File: src/core/fpwm_defs.svh
// fan pwm block: register indices, field positions, reset values, rates
// assumes a 100 MHz core clock; byte address of a register is 4 x index
`ifndef FPWM_DEFS_SVH
`define FPWM_DEFS_SVH

`define FPWM_CORE_HZ 100000000
`define FPWM_BASE_FAST_HZ 360000
`define FPWM_BASE_SLOW_HZ 1400
`define FPWM_HIRES_HZ 22500
`define FPWM_HIRES_STEPS 255
`define FPWM_DIV_FAST \
  ((`FPWM_CORE_HZ + `FPWM_BASE_FAST_HZ / 2) / `FPWM_BASE_FAST_HZ)
`define FPWM_DIV_SLOW \
  ((`FPWM_CORE_HZ + `FPWM_BASE_SLOW_HZ / 2) / `FPWM_BASE_SLOW_HZ)
`define FPWM_DIV_HIRES (`FPWM_CORE_HZ / (`FPWM_HIRES_HZ * `FPWM_HIRES_STEPS))

`define FPWM_IDX_ENH 8'h45
`define FPWM_IDX_CFG 8'h4a
`define FPWM_IDX_DUTY 8'h4c
`define FPWM_IDX_FREQ 8'h4d
`define FPWM_IDX_STAT 8'h50

`define FPWM_HIRES_SEL_BIT 4
`define FPWM_BASE_SEL_BIT 3
`define FPWM_HIRES_FREQ 8'h08
`define FPWM_HIRES_FULL 8'hff

`define FPWM_RST_ENH 8'h00
`define FPWM_RST_CFG 8'h00
`define FPWM_RST_DUTY 8'h00
`define FPWM_RST_FREQ 8'h17

`define FPWM_RESP_OKAY 2'b00
`define FPWM_RESP_SLVERR 2'b10

`endif

File: src/core/fpwm_pkg.sv
// fan pwm block: shared types
// constants live in fpwm_defs.svh
package fpwm_pkg;

  typedef enum logic [1:0] {
    FPWM_MODE_NORM = 2'b01,
    FPWM_MODE_HIRES = 2'b10
  } fpwm_mode_type;

  // software-visible configuration
  typedef struct packed {
    logic [7:0] enh;
    logic [7:0] cfg;
    logic [7:0] duty;
    logic [7:0] freq;
  } fpwm_regs_type;

  // settings frozen for one pwm period
  typedef struct packed {
    fpwm_mode_type mode;
    logic [7:0] full;
    logic [7:0] duty;
  } fpwm_period_type;

endpackage : fpwm_pkg

File: src/core/fpwm_tick.sv
// fan pwm block: step tick divider
// one-cycle tick every div core cycles; div must be at least 1
`timescale 1ns/1ps
module fpwm_tick import fpwm_pkg::*; (
  input wire logic clk,
  input wire logic rst_n,
  input wire logic ce,
  input wire logic [16:0] div,
  output logic tick
);
  logic [16:0] cnt_r;
  logic [16:0] cnt_nxt;
  logic end_w;

  // >= so a divisor shrunk mid-count cannot strand the counter
  assign end_w = (cnt_r >= div - 17'h00001);
  assign cnt_nxt = end_w ? 17'h00000 : cnt_r + 17'h00001;
  assign tick = ce & end_w;

  always_ff @(posedge clk or negedge rst_n) begin
    if (!rst_n) begin
      cnt_r <= 17'h00000;
    end else if (ce) begin
      cnt_r <= cnt_nxt;
    end
  end
endmodule : fpwm_tick

File: src/core/fpwm_top.sv
// fan pwm block: axi4-lite register slave and pwm period generator
// assumes CORE_CLK at 100 MHz; PWM_OUT drives the fan's pwm input
// Overview of operation
// (RULE1) high-res mode needs hi-res select set, base select clear, freq 0x08
// (RULE2) high-res mode uses eight duty bits, full scale ff, 22.5 kHz; code steps every 17 core cycles, about 23.07 kHz
// (RULE3) high time fraction equals duty value over full scale
// (RULE4) normal period lasts twice the setting in base clock steps
// (RULE5) normal full scale equals twice the frequency setting
// (RULE6) frequency setting zero behaves exactly like setting one
// (RULE7) duty at or above full scale keeps output high whole period
`timescale 1ns/1ps
`include "fpwm_defs.svh"
module fpwm_top import fpwm_pkg::*; #(
  parameter int unsigned DIV_SLOW = `FPWM_DIV_SLOW
) (
  input wire logic CORE_CLK,
  input wire logic RST_N,
  input wire logic CE,
  input wire logic [11:0] S_AXI_AWADDR,
  input wire logic S_AXI_AWVALID,
  output logic S_AXI_AWREADY,
  input wire logic [31:0] S_AXI_WDATA,
  input wire logic [3:0] S_AXI_WSTRB,
  input wire logic S_AXI_WVALID,
  output logic S_AXI_WREADY,
  output logic [1:0] S_AXI_BRESP,
  output logic S_AXI_BVALID,
  input wire logic S_AXI_BREADY,
  input wire logic [11:0] S_AXI_ARADDR,
  input wire logic S_AXI_ARVALID,
  output logic S_AXI_ARREADY,
  output logic [31:0] S_AXI_RDATA,
  output logic [1:0] S_AXI_RRESP,
  output logic S_AXI_RVALID,
  input wire logic S_AXI_RREADY,
  output logic PWM_OUT
);

  // register selector codes
  localparam logic [2:0] SEL_NONE = 3'h0;
  localparam logic [2:0] SEL_ENH = 3'h1;
  localparam logic [2:0] SEL_CFG = 3'h2;
  localparam logic [2:0] SEL_DUTY = 3'h3;
  localparam logic [2:0] SEL_FREQ = 3'h4;
  localparam logic [2:0] SEL_STAT = 3'h5;

  // address decode shared by the write and read paths
  function automatic logic [2:0] reg_sel(input logic [11:0] a);
    logic [7:0] idx;
    idx = a[9:2];
    if (a[11:10] != 2'h0 || a[1:0] != 2'h0) begin
      reg_sel = SEL_NONE;
    end else if (idx == `FPWM_IDX_ENH) begin
      reg_sel = SEL_ENH;
    end else if (idx == `FPWM_IDX_CFG) begin
      reg_sel = SEL_CFG;
    end else if (idx == `FPWM_IDX_DUTY) begin
      reg_sel = SEL_DUTY;
    end else if (idx == `FPWM_IDX_FREQ) begin
      reg_sel = SEL_FREQ;
    end else if (idx == `FPWM_IDX_STAT) begin
      reg_sel = SEL_STAT;
    end else begin
      reg_sel = SEL_NONE;
    end
  endfunction : reg_sel

  fpwm_regs_type regs_r;
  fpwm_period_type per_r;
  fpwm_period_type per_nxt;
  logic [11:0] aw_addr_r;
  logic aw_got_r;
  logic [7:0] w_data_r;
  logic w_en_r;
  logic w_got_r;
  logic bvalid_r;
  logic [1:0] bresp_r;
  logic rvalid_r;
  logic [31:0] rdata_r;
  logic [1:0] rresp_r;
  logic [7:0] cnt_r;
  logic [7:0] cnt_nxt;
  logic pwm_r;
  logic pwm_nxt;

  // write channel: address and data taken in either order
  logic do_wr;
  logic [2:0] wr_sel;
  logic [2:0] rd_sel;
  logic [31:0] rd_mux;
  assign S_AXI_AWREADY = CE & ~aw_got_r & ~bvalid_r;
  assign S_AXI_WREADY = CE & ~w_got_r & ~bvalid_r;
  assign do_wr = CE & aw_got_r & w_got_r & ~bvalid_r;
  assign wr_sel = reg_sel(aw_addr_r);
  assign S_AXI_BVALID = bvalid_r;
  assign S_AXI_BRESP = bresp_r;

  always_ff @(posedge CORE_CLK or negedge RST_N) begin
    if (!RST_N) begin
      aw_got_r <= 1'b0;
      aw_addr_r <= 12'h000;
      w_got_r <= 1'b0;
      w_data_r <= 8'h00;
      w_en_r <= 1'b0;
      bvalid_r <= 1'b0;
      bresp_r <= `FPWM_RESP_OKAY;
    end else if (CE) begin
      if (S_AXI_AWVALID && S_AXI_AWREADY) begin
        aw_got_r <= 1'b1;
        aw_addr_r <= S_AXI_AWADDR;
      end
      if (S_AXI_WVALID && S_AXI_WREADY) begin
        w_got_r <= 1'b1;
        w_data_r <= S_AXI_WDATA[7:0];
        w_en_r <= S_AXI_WSTRB[0];
      end
      if (do_wr) begin
        aw_got_r <= 1'b0;
        w_got_r <= 1'b0;
        bvalid_r <= 1'b1;
        bresp_r <= (wr_sel == SEL_NONE) ? `FPWM_RESP_SLVERR
                                        : `FPWM_RESP_OKAY;
      end else if (S_AXI_BREADY) begin
        bvalid_r <= 1'b0;
      end
    end
  end

  // register store; only byte lane 0 carries data, status is read-only
  always_ff @(posedge CORE_CLK or negedge RST_N) begin
    if (!RST_N) begin
      regs_r.enh <= `FPWM_RST_ENH;
      regs_r.cfg <= `FPWM_RST_CFG;
      regs_r.duty <= `FPWM_RST_DUTY;
      regs_r.freq <= `FPWM_RST_FREQ;
    end else if (do_wr && w_en_r) begin
      if (wr_sel == SEL_ENH) begin
        regs_r.enh <= w_data_r;
      end else if (wr_sel == SEL_CFG) begin
        regs_r.cfg <= w_data_r;
      end else if (wr_sel == SEL_DUTY) begin
        regs_r.duty <= w_data_r;
      end else if (wr_sel == SEL_FREQ) begin
        regs_r.freq <= w_data_r;
      end
    end
  end

  // read channel: answer one cycle after the address is taken
  assign S_AXI_ARREADY = CE & ~rvalid_r;
  assign rd_sel = reg_sel(S_AXI_ARADDR);
  assign rd_mux = (rd_sel == SEL_ENH) ? {24'h000000, regs_r.enh} :
                  (rd_sel == SEL_CFG) ? {24'h000000, regs_r.cfg} :
                  (rd_sel == SEL_DUTY) ? {24'h000000, regs_r.duty} :
                  (rd_sel == SEL_FREQ) ? {24'h000000, regs_r.freq} :
                  (rd_sel == SEL_STAT) ? {22'h000000, pwm_r,
                    (per_r.mode == FPWM_MODE_HIRES), per_r.full} :
                  32'h00000000;
  assign S_AXI_RVALID = rvalid_r;
  assign S_AXI_RDATA = rdata_r;
  assign S_AXI_RRESP = rresp_r;

  always_ff @(posedge CORE_CLK or negedge RST_N) begin
    if (!RST_N) begin
      rvalid_r <= 1'b0;
      rdata_r <= 32'h00000000;
      rresp_r <= `FPWM_RESP_OKAY;
    end else if (CE) begin
      if (S_AXI_ARVALID && S_AXI_ARREADY) begin
        rvalid_r <= 1'b1;
        rdata_r <= rd_mux;
        rresp_r <= (rd_sel == SEL_NONE) ? `FPWM_RESP_SLVERR
                                        : `FPWM_RESP_OKAY;
      end else if (S_AXI_RREADY) begin
        rvalid_r <= 1'b0;
      end
    end
  end

  // mode and full-scale selection from the live registers
  logic hires_w;
  logic [4:0] set_w;
  logic [7:0] full_w;
  logic [7:0] duty_w;
  fpwm_mode_type mode_w;
  assign hires_w = regs_r.enh[`FPWM_HIRES_SEL_BIT] &
                   ~regs_r.cfg[`FPWM_BASE_SEL_BIT] &
                   (regs_r.freq == `FPWM_HIRES_FREQ); // [RULE1]
  assign mode_w = hires_w ? FPWM_MODE_HIRES : FPWM_MODE_NORM;
  assign set_w = (regs_r.freq[4:0] == 5'h00) ? 5'h01
                                              : regs_r.freq[4:0]; // [RULE6]

  always_comb begin
    case (mode_w)
      FPWM_MODE_HIRES: begin
        full_w = `FPWM_HIRES_FULL; // [RULE2]
        duty_w = regs_r.duty;
      end
      default: begin
        full_w = {2'h0, set_w, 1'b0}; // [RULE5]
        duty_w = {2'h0, regs_r.duty[5:0]};
      end
    endcase
  end

  // step tick: hi-res step rate, else the selected base clock
  logic [16:0] div_w;
  logic tick_w;
  assign div_w = hires_w ? 17'(`FPWM_DIV_HIRES) :
                 regs_r.cfg[`FPWM_BASE_SEL_BIT] ? 17'(DIV_SLOW) :
                 17'(`FPWM_DIV_FAST);

  fpwm_tick u_tick (
    .clk(CORE_CLK),
    .rst_n(RST_N),
    .ce(CE),
    .div(div_w),
    .tick(tick_w)
  );

  // period counter; full scale and duty are taken only at a period boundary so a
  // duty write never produces a runt pulse; the step divider follows the live registers
  logic wrap_w;
  assign wrap_w = tick_w & (cnt_r >= per_r.full - 8'h01); // [RULE4]
  assign cnt_nxt = wrap_w ? 8'h00 : cnt_r + 8'h01;
  assign per_nxt = wrap_w ? fpwm_period_type'{mode: mode_w, full: full_w,
                                              duty: duty_w}
                          : per_r;
  assign pwm_nxt = (cnt_nxt < per_nxt.duty) |
                   (per_nxt.duty >= per_nxt.full); // [RULE3] [RULE7]
  assign PWM_OUT = pwm_r;

  always_ff @(posedge CORE_CLK or negedge RST_N) begin
    if (!RST_N) begin
      cnt_r <= 8'h00;
      per_r <= '{mode: FPWM_MODE_NORM, full: 8'h02, duty: 8'h00};
      pwm_r <= 1'b0;
    end else if (tick_w) begin
      cnt_r <= cnt_nxt;
      per_r <= per_nxt;
      pwm_r <= pwm_nxt;
    end
  end

  // checking helpers: high steps and valid flag after first boundary
  logic [7:0] hi_acc_r;
  logic chk_valid_r;
  logic [8:0] hi_total_w;
  logic [8:0] duty_clip_w;
  assign hi_total_w = {1'b0, hi_acc_r} + {8'h00, pwm_r};
  assign duty_clip_w = (per_r.duty >= per_r.full) ? {1'b0, per_r.full}
                                                  : {1'b0, per_r.duty};

  always_ff @(posedge CORE_CLK or negedge RST_N) begin
    if (!RST_N) begin
      hi_acc_r <= 8'h00;
      chk_valid_r <= 1'b0;
    end else if (tick_w) begin
      hi_acc_r <= wrap_w ? 8'h00 : hi_acc_r + {7'h00, pwm_r};
      chk_valid_r <= chk_valid_r | wrap_w;
    end
  end
endmodule : fpwm_top

File: config.mk
export PLATFORM = sky130hd
export DESIGN_NAME = fpwm_top
export DESIGN_NICKNAME = d
export VERILOG_FILES = /design/src/core/fpwm_pkg.sv /design/src/core/fpwm_tick.sv /design/src/core/fpwm_top.sv
export VERILOG_INCLUDE_DIRS = /design/src /design/src/core
export SDC_FILE = /design/constraint.sdc
export NUM_CORES = 1
export LEC_CHECK = 0
export ABC_AREA = 1
export ABC_CLOCK_PERIOD_IN_PS = 4250
export BUFFER_PORTS_ARGS = -buffer_cell sky130_fd_sc_hd__clkbuf_2
export CORE_ASPECT_RATIO = 1.25
export CORE_MARGIN = 10
export CORE_UTILIZATION = 52
export CTS_CLUSTER_SIZE = 14
export DETAILED_ROUTE_END_ITERATION = 8
export PLACE_DENSITY = 0.75
export SETUP_SLACK_MARGIN = 0.02
export SYNTH_ARGS = -nofsm -noshare
export SYNTH_HDL_FRONTEND = slang
export SYNTH_HIERARCHICAL = 1
export SYNTH_SLANG_ARGS = --single-unit
File: constraint.sdc
create_clock -name CORE_CLK -period 4.25 [get_ports CORE_CLK]
set_input_delay 0.2125 -clock CORE_CLK [delete_from_list [all_inputs] [get_ports CORE_CLK]]
set_output_delay 0.2125 -clock CORE_CLK [all_outputs]
set_load 0.02 [all_outputs]
==> impl_results.md <==
* Sequential Area at 2840 um^2
* Hold Crit Depth at 3
* Peak Freq at 0.228 GHz
* TritonCTS clock tree: yes
* Final HPWL DP at 12,900 um
* IO Port Bufs at 58
* Relative slew slack at 55.7%
* Rows at 47
* Period minus WS final at 4.39 ns
* R2R depth at 34
* Later-pin clock latency in the skew report at 0.41 ns
* Slew Viols, Final at 0
* Distinct cells, synth at 49
* Reg-to-reg critical path startpoint: regs_r[1]
* Fin. Hold Viols at 0
* GRT Overall Usage at 18.9%
* CTS root buffer: clkbuf_16
* R2R setup slack at -0.14 ns
* Nets at 1,156
* Die area at 18,600 um^2
* Met3 WL at 763 um
* Fillers at 1,044
* DP Worst Slack at -0.246 ns
* WS Path Type: register to register
* Worst Hold Class: primary input to register
* Hold_ws at 0.0127 ns
* Num ports at 110
* Mapped Area at 7030 um^2
* Failing checks: negative setup slack
* Met1 Wirelength at 7120 um
* Unrepaired setup endpoints after global routing: true
* Inserted Diodes at 0
* Multi-input gate area at 3940 um^2
* Worst r2r dst: PWM_OUT
* CP max FO at 5
* Antenna-violating nets left at 0
* Starting Density at 53.1%
* Fraction of layout cells with a size suffix above 1 at 23.4%
* DRC at 0
* CP peak stage delay at 0.53 ns
* Final Wtd Congestion at 0.841
* Final Cycle Share at 103%
* Reg power frac at 36.4%
* Critical Path Slowest Stage Cell: dfstp_2
* Internal power component at 2560 uW
* Hold path startpoint: S_AXI_AWADDR[7]
* Crit. End Element: register
* Vias in the first global route at 6,197
* TritonCTS buffer count at 17
* Reg clk slew, reported paths at 0.06 ns
* Sw Pwr at 1460 uW
* Leak at 0.00447 uW
* DRT Pass-1 Iters at 4
* Sequential-to-total area share from yosys stat at 40.3%
* Worst-Margin Slew at 0.665 ns
* Synthesized area per cell at 7.88 um^2
* CP dominant cell by count: nor2_1
* DR WL/cell at 14.2 um
* H-tree depth at 4
* First-pass GRT wire length at 28,600 um
* Cells after synthesis at 892
* CTS Sinks at 113
* Worst Path Arrival at 4.68 ns
* Ys async rst share at 100%
* #FFs+latches synth at 113
* Synth warn at 6
* Initial antenna violation count at 0
* Highest routed layer: met4
* Routed vias at 6,180
* Primary FF master, synth: dfrtp_1
* Layout Area Growth over Synthesis at 26.1%
* Initial DRC Count at 260
* Clock Skew at 0.00945 ns
* Total grt overflow at 0
* DR vias/cell at 5.03
* Post-synth EDFFs at 0
* Core footprint at 13,200 um^2
* Routed wl met2 at 9310 um
* Die X at 124 um
* Element type at the critical path start: register
* Data required time of the critical path at 4.55 ns
* Peak supply drop at 0.000402 V
* PwrDens at 454 nW/um^2
* Clock power share at 34.9%
* Logic pwr share at 28.7%
* Min-Delay Endpoint: aw_addr_r[7]
* Final Setup Violations at 1
* Largest net degree at the start of global routing at 53
* Die Y at 150 um
* Status: finished, violations left
* Max-cap violations at 0
* Sw frac at 36.3%
* Fin worst setup slack at -0.135 ns
* Drt total wl at 17,400 um
* Max clock buf depth at 2
flip-flops by register name, summed over array words and instances (netlist names), 8 cells and up:
register / flops
u_tick/cnt_r: 17
per_r: 18
regs_r: 32
w_data_r: 8
S_AXI_RDATA: 10
cnt_r: 8
aw_addr_r: 12
how the worst max path moves through the flow:
| stage | cells after the start | end | startpoint | slack [ns] |
|---|---|---|---|---|
| 2_1_floorplan | 34 | PWM_OUT | regs_r[1] | 0.02 |
| 3_5_place_dp | 33 | PWM_OUT | regs_r[0] | -0.25 |
| 5_1_grt | 34 | PWM_OUT | regs_r[1] | -0.49 |
| 6_report | 34 | PWM_OUT | regs_r[1] | -0.14 |
| 4_1_cts | 34 | PWM_OUT | regs_r[1] | 0.005 |
| 3_3_place_gp | 32 | PWM_OUT | regs_r[0] | -0.15 |
layer usage:
metal,vias to the layer above,track usage [%]
met5,-,0
met4,0,5.77
met3,20,4.15
met2,142,34.2
met1,2888,21.5
li1,3130,-
timing repair:
item | CTS | global route
buffers inserted | 9 | 0
hold endpoints to repair | 55 | 0
pin swaps | 18 | 14
cloned | 1 | 0
endpoints found under the setup margin | 1 | 1
gates resized for setup | 29 | 20
hold buffers | 8 | 0
critical path, delay by kind of cell, from the launching register on:
family	cells	cell delay (ns)
buf+inv	8	0.60
flops	1	0.53
xor+xnor	1	0.06
simple gates	18	1.99
compound gates	4	0.35
fa+ha+maj	3	0.73
stage by stage:
stage                     power (uW)  cell area [um^2]  util [%]  setup TNS [ns]  cells
after floorplan                 2250              7350         -               0    943
after global placement          2530              7900      59.7          -0.153   1178
after detailed placement        2580              7900      59.7          -0.246   1178
after CTS                       4030              8770      66.3               0   1228
after global routing            4280              8860      67.0          -0.485   1228
final                           4030              8860      67.0          -0.135   1228
cell families after synthesis:
kind of cell / after synthesis / synth area share (%)
compound gates: 155 / 12.7
xor+xnor: 35 / 4.36
fa+ha+maj: 44 / 7.83
buf+inv: 162 / 10.6
flops: 113 / 40.3
mux: 1 / 0.160
other cells: 1 / 0.0534
simple gates: 381 / 24.0
power by group through the flow:
stage	Combinational, uW	Clock (uW)	Sequential [uW]
4_1_cts	1140	1420	1460
6_report	1160	1400	1470
3_5_place_dp	1100	0	1480
2_1_floorplan	797	0	1460
5_1_grt	1310	1470	1490
3_3_place_gp	1060	0	1470
cell usage in the layout, fill, tap and decap left out, types with 3 or more instances in the layout:
cell,n
a211oi_1,5
a21oi_1,43
a22o_1,3
buf_4,49
buf_6,5
clkbuf_16,17
clkbuf_2,57
clkinv_4,3
conb_1,52
dfrtp_1,107
dfstp_2,6
dlygate4sd3_1,8
ha_1,40
ha_4,3
inv_1,108
inv_2,10
inv_6,7
nand2_1,210
nand2_2,8
nand2_4,4
nand3_1,23
nand3_2,5
nand4_1,12
nor2_1,63
nor2_2,14
nor2_4,7
nor3_1,11
nor3_2,5
nor4_1,6
o21ai_0,39
o21ai_1,34
o21ai_2,11
o31ai_2,3
xnor2_1,9
xor2_1,24
Yosys cell counts (3+ instances only):
cell,number,area (um^2)
buf_4,24,180
a21oi_1,46,230
xnor2_1,11,96.3
o31ai_1,4,30.0
dfrtp_1,107,2680
nand3_1,27,135
o22ai_1,3,18.8
dfstp_2,6,158
nand2_2,5,31.3
o21ai_2,8,70.1
o21ai_0,46,230
inv_1,116,435
nor3_1,15,75.1
buf_6,5,56.3
clkbuf_1,5,18.8
nor2_1,72,270
ha_1,44,551
a211oi_1,5,37.5
a22o_1,3,26.3
nor4_1,7,43.8
xor2_1,24,210
nand3_2,3,30.0
nor2_2,11,68.8
nand2_1,215,807
inv_2,4,15.0
nand4_1,12,75.1
o21ai_1,31,155
buf_2,6,30.0
layout make-up:
| type | count | area share (%) |
|---|---|---|
| Tap cell | 171 | 2.41 |
| Inverter | 122 | 5.27 |
| Clock inverter | 14 | 1.65 |
| Multi-Input combinational cell | 669 | 44.4 |
| Timing Repair Buffer | 121 | 9.30 |
| Sequential cell | 113 | 32.0 |
| Clock buffer | 18 | 4.96 |
Power figures use the tool's default switching activity.
